### src/bmd_pkg.sv
// package: address map, wait-state counts and carrier types for the memory/io decoder
package bmd_pkg;

    // cpu address is 24 bits, i/o port address is 16 bits
    localparam int ADDR_W = 24;
    localparam int IO_W = 16;
    localparam int WAIT_W = 4;

    // local memory: 256K bytes total, boot pair top-justified
    localparam logic [23:0] LOCAL_SIZE = 24'h040000;
    localparam logic [23:0] LOCAL_TOP = 24'hffffff;
    localparam logic [23:0] LOCAL_BASE = 24'hfc0000;
    localparam logic [23:0] BOOT_SIZE_RST = 24'h008000;

    // dual-port memory: 128K bytes
    localparam logic [23:0] DUAL_SIZE = 24'h020000;
    localparam logic [23:0] DUAL_BASE_RST = 24'h000000;

    // off-board local extension: 14 megabytes
    localparam logic [23:0] EXT_BASE = 24'h100000;
    localparam logic [23:0] EXT_SIZE = 24'he00000;

    // expansion-module i/o window
    localparam logic [15:0] MOD_IO_LO = 16'h0080;
    localparam logic [15:0] MOD_IO_HI = 16'h00bf;

    // wait states
    localparam logic [3:0] WAIT_DUAL = 4'h2;
    localparam logic [3:0] WAIT_LOCAL_RST = 4'h1;
    localparam logic [3:0] WAIT_MOD_MIN = 4'h2;
    localparam logic [3:0] WAIT_SYNC = 4'h0;
    localparam logic [3:0] WAIT_NONE = 4'h0;

    // synchroniser depth for module wait request
    localparam int SYNC_STAGES = 3;

    typedef enum logic [2:0] {
        BMD_TGT_NONE,
        BMD_TGT_BOOT,
        BMD_TGT_USER,
        BMD_TGT_DUAL,
        BMD_TGT_EXT,
        BMD_TGT_MOD,
        BMD_TGT_BUS
    } bmd_target_t;

    // cpu cycle request
    typedef struct packed {
        logic start;
        logic is_io;
        logic [23:0] addr;
    } bmd_cpu_req_t;

    // chip selects driven to targets
    typedef struct packed {
        logic boot_sel;
        logic user_sel;
        logic dual_sel;
        logic ext_sel;
        logic mod_sel;
        logic bus_sel;
    } bmd_sel_t;

endpackage
### src/bmd_decoder.sv
// memory and i/o decoder with wait-state generation and dual-port arbitration
// Functional notes
// - two independent local socket pairs, each its own address region
// - boot pair always holds the highest local addresses
// - local memory is cpu only; dual-port is reachable by cpu and bus masters
// - decode caps local at 256K bytes and dual-port at 128K bytes
// - dual-port appears as an independent byte-wide resource to both sides
// - simultaneous dual-port request: on-board cpu is granted first
// - default two waits for dual-port, one wait for local sockets
// - local wait count is a configurable setting
// - expansion-module i/o cycles get at least 2 wait states
// - active-low module wait request stretches the cycle while asserted
// - ports 0080h-00bfh go to modules if fitted, else system-bus i/o
// - default: off-board local cycles go over the local bus extension, 14 mb
// - synchronous interface mode: off-board cycles complete with no waits
`timescale 1ns/100ps
module bmd_decoder (
    // clock and reset
    input wire logic sys_clk,
    input wire logic reset_n,
    // configuration straps
    input wire logic [3:0] cfg_local_waits,
    input wire logic [23:0] cfg_boot_size,
    input wire logic [23:0] cfg_dual_base,
    input wire logic cfg_modules_present,
    input wire logic cfg_sync_mode,
    // on-board cpu
    input wire bmd_pkg::bmd_cpu_req_t cpu_req,
    output logic cpu_ready,
    // target selects
    output bmd_pkg::bmd_sel_t sel,
    output bmd_pkg::bmd_target_t target,
    // expansion module wait request, from a pin
    input wire logic module_wait_request_n,
    // external bus master dual-port port
    input wire logic ext_dual_req,
    input wire logic [16:0] ext_dual_addr,
    input wire logic ext_bus_owned,
    output logic ext_dual_grant,
    output logic [16:0] dual_addr
);

    // counted waits, then one cycle of ready, then back to idle
    typedef enum logic [1:0] {
        ST_IDLE,
        ST_WAIT,
        ST_DONE
    } bmd_state_t;

    ////////////////////////////////////////////////////////////////////////
    // decode
    // offset is one bit wider so a region ending at the top of memory cannot wrap
    function automatic logic in_range(input logic [23:0] a, input logic [23:0] base,
                                      input logic [23:0] size);
        logic [24:0] off;
        off = {1'b0, a} - {1'b0, base};
        in_range = (a >= base) && (off < {1'b0, size});
    endfunction

    function automatic bmd_pkg::bmd_target_t decode(input bmd_pkg::bmd_cpu_req_t r,
                                                    input logic mods,
                                                    input logic [23:0] boot_size,
                                                    input logic [23:0] dual_base);
        logic [23:0] boot_base;
        boot_base = bmd_pkg::LOCAL_TOP - boot_size + 24'h000001;
        // i/o space first, then memory in order boot, user, dual, extension, bus
        if (r.is_io)
        begin
            if (r.addr[15:0] >= bmd_pkg::MOD_IO_LO && r.addr[15:0] <= bmd_pkg::MOD_IO_HI
                && mods)
                decode = bmd_pkg::BMD_TGT_MOD;
            else
                decode = bmd_pkg::BMD_TGT_BUS;
        end
        else if (in_range(r.addr, boot_base, boot_size))
            decode = bmd_pkg::BMD_TGT_BOOT;
        else if (in_range(r.addr, bmd_pkg::LOCAL_BASE, bmd_pkg::LOCAL_SIZE))
            decode = bmd_pkg::BMD_TGT_USER;
        else if (in_range(r.addr, dual_base, bmd_pkg::DUAL_SIZE))
            decode = bmd_pkg::BMD_TGT_DUAL;
        else if (in_range(r.addr, bmd_pkg::EXT_BASE, bmd_pkg::EXT_SIZE))
            decode = bmd_pkg::BMD_TGT_EXT;
        else
            decode = bmd_pkg::BMD_TGT_BUS;
    endfunction

    ////////////////////////////////////////////////////////////////////////
    // configuration capture after reset release
    // straps are taken once, so a moved jumper never remaps a cycle in flight
    logic [3:0] local_waits_q, local_waits_d;
    logic [23:0] boot_size_q, boot_size_d;
    logic [23:0] dual_base_q, dual_base_d;
    logic mods_q, mods_d;
    logic sync_mode_q, sync_mode_d;
    logic cfg_taken_q, cfg_taken_d;

    always_comb
    begin
        local_waits_d = local_waits_q;
        boot_size_d = boot_size_q;
        dual_base_d = dual_base_q;
        mods_d = mods_q;
        sync_mode_d = sync_mode_q;
        cfg_taken_d = 1'b1;
        if (!cfg_taken_q)
        begin
            local_waits_d = cfg_local_waits;
            // boot pair cannot exceed the local region
            if (cfg_boot_size > bmd_pkg::LOCAL_SIZE || cfg_boot_size == 24'h000000)
                boot_size_d = bmd_pkg::BOOT_SIZE_RST;
            else
                boot_size_d = cfg_boot_size;
            // force a 128K boundary so the low 17 bits index the array
            dual_base_d = cfg_dual_base & ~(bmd_pkg::DUAL_SIZE - 24'h000001);
            mods_d = cfg_modules_present;
            sync_mode_d = cfg_sync_mode;
        end
    end

    always_ff @(posedge sys_clk or negedge reset_n)
    begin
        if (!reset_n)
        begin
            // the local count keeps its default until the straps are taken
            local_waits_q <= bmd_pkg::WAIT_LOCAL_RST;
            boot_size_q <= bmd_pkg::BOOT_SIZE_RST;
            dual_base_q <= bmd_pkg::DUAL_BASE_RST;
            mods_q <= 1'b0;
            sync_mode_q <= 1'b0;
            cfg_taken_q <= 1'b0;
        end
        else
        begin
            local_waits_q <= local_waits_d;
            boot_size_q <= boot_size_d;
            dual_base_q <= dual_base_d;
            mods_q <= mods_d;
            sync_mode_q <= sync_mode_d;
            cfg_taken_q <= cfg_taken_d;
        end
    end

    ////////////////////////////////////////////////////////////////////////
    // module wait request synchroniser
    // the pin comes from a module with its own timing, hence three stages
    logic [2:0] mw_sync_q, mw_sync_d;
    logic mw_active_q, mw_active_d;

    always_comb
    begin
        mw_sync_d = {mw_sync_q[1:0], ~module_wait_request_n};
        mw_active_d = mw_active_q;
        // hold the last agreed level while stages 2 and 3 differ
        if (mw_sync_q[1] == mw_sync_q[2])
            mw_active_d = mw_sync_q[2];
    end

    always_ff @(posedge sys_clk or negedge reset_n)
    begin
        if (!reset_n)
        begin
            mw_sync_q <= 3'h0;
            mw_active_q <= 1'b0;
        end
        else
        begin
            mw_sync_q <= mw_sync_d;
            mw_active_q <= mw_active_d;
        end
    end

    ////////////////////////////////////////////////////////////////////////
    // cycle state machine and dual-port arbitration
    bmd_state_t state_q, state_d;
    bmd_pkg::bmd_target_t tgt_q, tgt_d;
    logic [3:0] wait_q, wait_d;
    logic ext_grant_q, ext_grant_d;
    logic [16:0] dual_addr_q, dual_addr_d;
    bmd_pkg::bmd_target_t dec;
    logic [3:0] waits_for;
    logic cpu_dual_busy;

    always_comb
    begin
        dec = decode(cpu_req, mods_q, boot_size_q, dual_base_q);
        // the extension uses the local count unless it runs in sync mode
        case (dec)
            bmd_pkg::BMD_TGT_BOOT,
            bmd_pkg::BMD_TGT_USER: waits_for = local_waits_q;
            bmd_pkg::BMD_TGT_DUAL: waits_for = bmd_pkg::WAIT_DUAL;
            bmd_pkg::BMD_TGT_MOD: waits_for = bmd_pkg::WAIT_MOD_MIN;
            bmd_pkg::BMD_TGT_EXT: waits_for = sync_mode_q ? bmd_pkg::WAIT_SYNC
                                                           : local_waits_q;
            default: waits_for = bmd_pkg::WAIT_NONE;
        endcase
    end

    // cpu holds the dual-port while it starts or runs a dual-port cycle
    assign cpu_dual_busy = (state_q == ST_IDLE && cpu_req.start && !cpu_req.is_io
                            && dec == bmd_pkg::BMD_TGT_DUAL)
                           || (state_q != ST_IDLE && tgt_q == bmd_pkg::BMD_TGT_DUAL);

    always_comb
    begin
        state_d = state_q;
        tgt_d = tgt_q;
        wait_d = wait_q;
        dual_addr_d = dual_addr_q;
        case (state_q)
            ST_IDLE:
            begin
                // start is seen only here; a start during a cycle is dropped
                tgt_d = bmd_pkg::BMD_TGT_NONE;
                if (cpu_req.start)
                begin
                    tgt_d = dec;
                    wait_d = waits_for;
                    state_d = ST_WAIT;
                end
            end
            ST_WAIT:
            begin
                // only module cycles stretch; the agreed level is used at once so a
                // wait raised at cycle start lands before the minimum count runs out
                if (wait_q != 4'h0)
                    wait_d = wait_q - 4'h1;
                else if (!(tgt_q == bmd_pkg::BMD_TGT_MOD && mw_active_d))
                    state_d = ST_DONE;
            end
            ST_DONE:
            begin
                // ready stands this one cycle; the next start is taken in idle
                tgt_d = bmd_pkg::BMD_TGT_NONE;
                state_d = ST_IDLE;
            end
            default: state_d = ST_IDLE;
        endcase
        // external master only while it owns the system bus and cpu is off
        ext_grant_d = ext_dual_req && ext_bus_owned && !cpu_dual_busy;
        // the cpu takes the array address only for its own dual-port cycles, so
        // other cycles leave a granted master's address in place
        if (state_q == ST_IDLE && cpu_dual_busy)
            dual_addr_d = cpu_req.addr[16:0];
        else if (ext_grant_d)
            dual_addr_d = ext_dual_addr;
    end

    always_ff @(posedge sys_clk or negedge reset_n)
    begin
        if (!reset_n)
        begin
            state_q <= ST_IDLE;
            tgt_q <= bmd_pkg::BMD_TGT_NONE;
            wait_q <= 4'h0;
            ext_grant_q <= 1'b0;
            dual_addr_q <= 17'h00000;
        end
        else
        begin
            state_q <= state_d;
            tgt_q <= tgt_d;
            wait_q <= wait_d;
            ext_grant_q <= ext_grant_d;
            dual_addr_q <= dual_addr_d;
        end
    end

    ////////////////////////////////////////////////////////////////////////
    // chip selects, registered so that decode glitches never reach a device
    bmd_pkg::bmd_sel_t sel_q, sel_d;

    always_comb
    begin
        sel_d.boot_sel = (tgt_d == bmd_pkg::BMD_TGT_BOOT);
        sel_d.user_sel = (tgt_d == bmd_pkg::BMD_TGT_USER);
        // an external grant also opens the array
        sel_d.dual_sel = (tgt_d == bmd_pkg::BMD_TGT_DUAL) || ext_grant_d;
        sel_d.ext_sel = (tgt_d == bmd_pkg::BMD_TGT_EXT);
        sel_d.mod_sel = (tgt_d == bmd_pkg::BMD_TGT_MOD);
        sel_d.bus_sel = (tgt_d == bmd_pkg::BMD_TGT_BUS);
    end

    always_ff @(posedge sys_clk or negedge reset_n)
    begin
        if (!reset_n)
            sel_q <= '0;
        else
            sel_q <= sel_d;
    end

    ////////////////////////////////////////////////////////////////////////
    // outputs
    // ready is a one-cycle pulse straight from the state register
    assign cpu_ready = (state_q == ST_DONE);
    assign target = tgt_q;
    assign ext_dual_grant = ext_grant_q;
    assign dual_addr = dual_addr_q;
    assign sel = sel_q;

endmodule // bmd_decoder

### config.mk
export PLATFORM = sky130hd
export DESIGN_NAME = bmd_decoder
export DESIGN_NICKNAME = d
export VERILOG_FILES = /design/src/bmd_pkg.sv /design/src/bmd_decoder.sv
export SDC_FILE = /design/constraint.sdc
export NUM_CORES = 1
export LEC_CHECK = 0
export BUFFER_PORTS_ARGS = -buffer_cell sky130_fd_sc_hd__buf_2
export CAP_MARGIN = 10
export CORE_UTILIZATION = 40
export CTS_BUF_LIST = sky130_fd_sc_hd__clkbuf_4
export DETAILED_ROUTE_END_ITERATION = 16
export PLACE_DENSITY_LB_ADDON = 0.1
export SLEW_MARGIN = 20
export SYNTH_ARGS = -nofsm -noshare
export SYNTH_HDL_FRONTEND = slang
export SYNTH_SLANG_ARGS = --single-unit
export TNS_END_PERCENT = 1
### constraint.sdc
create_clock -name sys_clk -period 7 [get_ports sys_clk]
set_clock_uncertainty 0.2 [all_clocks]
set_input_delay 1.4 -clock sys_clk [delete_from_list [all_inputs] [get_ports sys_clk]]
set_output_delay 1.4 -clock sys_clk [all_outputs]
set_load 0.05 [all_outputs]
==> results.toml, run 1 <==
[status]
status = "completed"

[die]
initial_core_util_pct = 41.3
io_pins = 130
fp.dieW_um = 122
die-height_um = 122
rows = 43
coreArea_um2 = 14000
die_area_um2 = 14900

[yosys]
yosys_warnings = 0
synth_cell_types = 78
yosysSeqAreaShare_pct = 32.5
synthFlopType = "dfrtp_1"
async_reset_ff_share_pct = 100
syn_area_um2 = 5780
synth_cells = 613
syn_nets = 777
synth_edf_count = 0
avgSynthCellArea_um2 = 9.43
synth-seq-cells = 75

[clocking]
cts_sinks = 75
postCtsHoldBufs = 0
clock_latency_ps = 470
root_buffer = "clkbuf_4"
cts_max_path_buffers = 2
cts_resized = 0
post_cts_buffers = 0
htreeDepth = 3
cts_tree = "done"
path_clk_slew_ps = 130
cts_made_buffers = 9

[placement]
dp_slack_ps = 703
gp_congestion = 0.849
dpl.hpwl_um = 11800
port-buffer-count = 112
dp.cells = 893

[worst_setup_path]
crit_path_end_kind = "flop"
crit_fanout = 34
r2r-end = "dual_addr[10]$_DFFE_PN0P_"
rr_startpoint = "boot_size_q[4]$_DFFE_PN0N_"
cp-start-kind = "flop"
reg2reg_depth = 24
crit_required_ps = 7150
arrival_ps = 6030
critPathKind = "reg2reg"
rrSetupSlack_ps = 1110

[final_layout]
nNetsFinal = 888
final_layout_size_suffix_gt1_share_pct = 24.3
area_growth_pct = 14.9
stdcell_count = 911

[drt]
viasPerCell = 5.40
remaining_drc_errors = 0
via_count = 4922
postRouteAntennaNets = 0
firstDrtPassIters = 4
routed_wl_um = 14800
initialDrtViolationCount = 250
wl_per_cell_um = 16.2

[sta]
post-route-period-util_pct = 84.1
layout_min_cycle_time_ps = 5890
hold_ws_ps = 174
fin_ws_ps = 1110
max_freq_mhz = 170
rsz0062_at_grt = "false"
worstMarginPinSlew_ps = 980
finalSetupTns_ps = 0
drv_slew = 0
slew_headroom_pct = 34.6
finalSetupViolCount = 0
hold_violations = 0

[hold_path]
min_to = "mw_sync_q[1]$_DFF_PN0_"
hp-class = "reg2reg"
min-delay-start = "mw_sync_q[0]$_DFF_PN0_"
min_path_cells = 0

[global_routing]
grt_overflow = 0
antenna_found_initial = 1
grt.total_usage_pct = 20.6
grt_pass1_wl_um = 23400
first_global_vias = 4800
grt_max_degree = 76

[power]
powerDensity_nw_per_um2 = 214
ir_drop_uv = 137
leakage_nw = 3.18

[flow_run]
drv_cap = 0
[cell usage in the layout, fill, tap and decap left out, types with 9 or more instances in the layout]
cell / n
nand2_1: 28
a21o_1: 13
mux2_2: 13
a21oi_1: 48
inv_1: 47
nor4_1: 14
mux2i_1: 17
nor3_1: 18
xor2_1: 11
nand3_1: 15
ha_1: 61
o21ai_0: 21
nor2_1: 44
nand4_1: 10
dfrtp_1: 73
xnor2_1: 33
nand2b_1: 9
buf_2: 111
clkbuf_4: 9
a22o_1: 19
[cell usage after synthesis, types with 14 or more instances]
| master | count | area, um^2 |
|---|---|---|
| a21oi_1 | 48 | 240 |
| a22o_1 | 19 | 166 |
| dfrtp_1 | 73 | 1830 |
| ha_1 | 61 | 763 |
| inv_1 | 47 | 176 |
| mux2i_1 | 17 | 170 |
| nand2_1 | 28 | 105 |
| nand3_1 | 15 | 75.1 |
| nor2_1 | 44 | 165 |
| nor3_1 | 18 | 90.1 |
| nor4_1 | 14 | 87.6 |
| o21ai_0 | 21 | 105 |
| xnor2_1 | 33 | 289 |
[stage by stage]
| step | instance area [um^2] | total power [W] | utilization (%) |
|---|---|---|---|
| after floorplan | 5780 | 0.000982 | - |
| after global placement | 6490 | 0.00113 | 46.4 |
| after detailed placement | 6490 | 0.00114 | 46.4 |
| after CTS | 6640 | 0.00143 | 47.5 |
| after global routing | 6640 | 0.00152 | 47.5 |
| final | 6640 | 0.00142 | 47.5 |
[layer usage]
metal / track usage (%) / vias up / routed length (um)
met1: 26.4 / 2321 / 6730
met5: 0 / - / 0
li1: - / 2459 / -
met2: 34.2 / 126 / 6960
met3: 3.72 / 16 / 781
met4: 8.31 / 0 / 319
[power breakdown]
part           switching [W]  internal, W
Sequential         0.0000404     0.000493
Combinational       0.000383     0.000219
Clock               0.000174     0.000110
Total               0.000597     0.000822
[registers in the layout, indices dropped and copies added (netlist names), 3 cells and up]
register,count
boot_size_q,24
dual_addr,17
dual_base_q,7
sel,6
local_waits_q,4
wait_q,4
mw_sync_q,3
target,3
[worst max path at each step]
stage / start / endpoint / slack (ps)
2_1_floorplan: cpu_req[0] / sel[3]$_DFF_PN0_ / 1660
5_1_grt: boot_size_q[4]$_DFFE_PN0N_ / dual_addr[15]$_DFFE_PN0P_ / 510
4_1_cts: boot_size_q[4]$_DFFE_PN0N_ / dual_addr[10]$_DFFE_PN0P_ / 1080
3_3_place_gp: cpu_req[0] / dual_addr[15]$_DFFE_PN0P_ / 860
6_report: boot_size_q[4]$_DFFE_PN0N_ / dual_addr[10]$_DFFE_PN0P_ / 1110
3_5_place_dp: cpu_req[0] / dual_addr[4]$_DFFE_PN0P_ / 700
[logic make-up after synthesis]
logic type | after synthesis | share of synthesized area [%]
other | 1 | 0.0649
adder cells (fa/ha/maj) | 63 | 13.7
flip-flops | 75 | 32.5
AND/OR/NAND/NOR | 180 | 17.6
buffers and inverters | 63 | 4.93
multiplexers | 30 | 5.47
XOR/XNOR | 44 | 6.67
AO/OA/AOI/OAI | 157 | 19.0
[worst max-delay path, stage by stage (launching register included)]
cell,delay [ps]
dfrtp_1,470
nor4_4,410
nand2_1,220
nor4_1,490
nand2_1,160
nor2_1,140
xnor2_1,140
ha_1,310
and2_2,210
a22o_1,190
a31oi_1,260
a21oi_1,190
a31o_2,270
a21oi_1,170
xnor2_1,90
ha_1,300
nand2_1,70
nor2_1,180
nand2b_1,120
a2111o_1,410
nand4b_4,200
nand4_4,110
buf_4,270
nor2_1,130
a21oi_1,50
[area by class of cell]
cell class | instances | area, um^2
fill | 1389 | 7350
multi-input combinational | 475 | 3620
sequential | 75 | 1880
timing repair buffer | 115 | 586
tap | 180 | 225
inverter | 48 | 180
clock inverter | 7 | 75.1
clock buffer | 9 | 67.6
antenna | 2 | 5.00
Note: power is estimated with default switching activity, not from simulation.
==> run 2, diff against run 1 <==
==> constraint.sdc (replaced) <==
create_clock -name sys_clk -period 4.9 [get_ports sys_clk]
set_clock_uncertainty 0.2 [all_clocks]
set_input_delay 0.98 -clock sys_clk [delete_from_list [all_inputs] [get_ports sys_clk]]
set_output_delay 0.98 -clock sys_clk [all_outputs]
set_load 0.05 [all_outputs]
==> results.toml, run 2 (synthesized netlist as in run 1, its figures left out) <==
[final_layout]
final_util_pct = 56.9
antenna_cells = 0
final_common_cell = "buf_2"
nNetsFinal = 998
final_cell_mix = "111 x buf_2, 105 x buf_4, 73 x dfrtp_1"
largest_reg_flops = 24
area_growth_pct = 37.6
stdcell_count = 1019
n_fill_cell = 1271
ff_latch_area_um2 = 1880
multi_input_area_um2 = 4020
final_layout_size_suffix_gt1_share_pct = 41.8
regMostFlops = "boot_size_q"

[hold_path]
min_path_cells = 0
hp-class = "reg2reg"

[worst_setup_path]
arrival_ps = 5210
crit_path_end_kind = "flop"
critPathKind = "reg2reg"
reg2reg_depth = 24
crit_required_ps = 5040
cp-start-kind = "flop"
crit_fanout = 4

[die]
initial_core_util_pct = 41.3
fp.dieW_um = 122
io_pins = 130
coreArea_um2 = 14000
die_area_um2 = 14900
rows = 43
die-height_um = 122

[sta]
fin_ws_ps = -168
worstMarginPinSlew_ps = 958
drv_slew = 0
post-route-period-util_pct = 103
layout_min_cycle_time_ps = 5070
finalSetupViolCount = 24
hold_violations = 0
rsz0062_at_grt = "true"
hold_ws_ps = 168
max_freq_mhz = 197
slew_headroom_pct = 36.1

[placement]
dpl.hpwl_um = 12500
dp.cells = 979
port-buffer-count = 112
gp_congestion = 0.860
dp_slack_ps = -563

[drt]
wl_per_cell_um = 16.1
via_count = 5406
postRouteAntennaNets = 0
routed_wl_um = 16400
viasPerCell = 5.31
remaining_drc_errors = 0
firstDrtPassIters = 4
initialDrtViolationCount = 189

[global_routing]
antenna_found_initial = 0
first_global_vias = 5448
grt_overflow = 0
grt_max_degree = 76
grt_pass1_wl_um = 25900
grt.total_usage_pct = 22.5

[flow_run]
drv_cap = 0

[clocking]
cts_tree = "done"
cts_max_path_buffers = 2
postCtsHoldBufs = 0
path_clk_slew_ps = 130
clock_latency_ps = 460
cts_sinks = 75
htreeDepth = 3
cts_made_buffers = 9
root_buffer = "clkbuf_4"

[power]
p_total_w = 0.00222
leakage_nw = 3.86
ir_drop_uv = 174
powerDensity_nw_per_um2 = 279

[status]
status = "finished with violations"
violations = "negative setup slack"
## run 2: changes by cell type in the layout (fill, tap and decap cells not counted), sizes merged
cell	change
buf	+108
diode	-2
clkbuf	+3
bufinv	+1
clkinvlp	-2
## run 2: critical path: stages, from the launching register on
cell and delay, ps:
dfrtp_1 420, nor4_4 350, buf_4 190, nand2_4 70
buf_4 150, nor2_4 80, xnor2_1 100, ha_1 340
o21a_1 160, nand4_1 180, a31oi_4 280, a31oi_4 130
a21oi_2 180, a31o_2 180, a21oi_2 50, xnor2_1 130
ha_1 350, nand2_4 70, nor2_4 150, nand2b_4 60
a2111o_1 380, nand4b_4 170, nand4_4 200, and2b_1 250
o21bai_1 140
## run 2: worst paths after layout
| kind | start | endpoint | slack (ps) |
|---|---|---|---|
| max reg2reg | boot_size_q[4]$_DFFE_PN0N_ | sel[3]$_DFF_PN0_ | -170 |
| min reg2reg | mw_sync_q[0]$_DFF_PN0_ | mw_sync_q[1]$_DFF_PN0_ | 170 |
| max | boot_size_q[4]$_DFFE_PN0N_ | sel[3]$_DFF_PN0_ | -170 |
| min in group asynchronous | reset_n | dual_addr[12]$_DFFE_PN0P_ | 450 |
| min | mw_sync_q[0]$_DFF_PN0_ | mw_sync_q[1]$_DFF_PN0_ | 170 |
| max in group asynchronous | reset_n | boot_size_q[5]$_DFFE_PN0N_ | 3400 |
## run 2: repair_timing
action                     in CTS  in global routing
setup endpoints to repair      31                 31
cloned                          1                  1
buffers inserted               11                 12
gates resized for setup        55                 42
pin swaps                      47                 37
## run 2: power by group
part	switching, W	internal, W	total (W)
clock network	0.000241	0.000215	0.000456
logic	0.000599	0.000404	0.00100
registers	0.0000579	0.000704	0.000762
total	0.000899	0.00132	0.00222
## run 2: metrics by stage
stage | area (um^2) | setup TNS (ps)
after global placement | 7160 | -14050
final | 7960 | -2810
after floorplan | 5790 | 0
after detailed placement | 7160 | -15490
after global routing | 7960 | -10170
after CTS | 7650 | -2580
## run 2: cell type report
class	instances	share of cell area [%]
Tap cell	180	2.83
Timing Repair Buffer	225	18.7
Clock inverter	6	1.10
Clock buffer	10	0.943
Inverter	48	2.26
Multi-Input combinational cell	475	50.5
Sequential cell	75	23.6
## run 2: per-layer routing
metal / GRT usage (%) / up-vias / part of all wire, %
li1: - / 2679 / -
met1: 28.3 / 2558 / 44
met2: 38.6 / 146 / 49
met3: 3.21 / 23 / 4.8
met4: 8.61 / 0 / 2.1
met5: 0 / - / 0
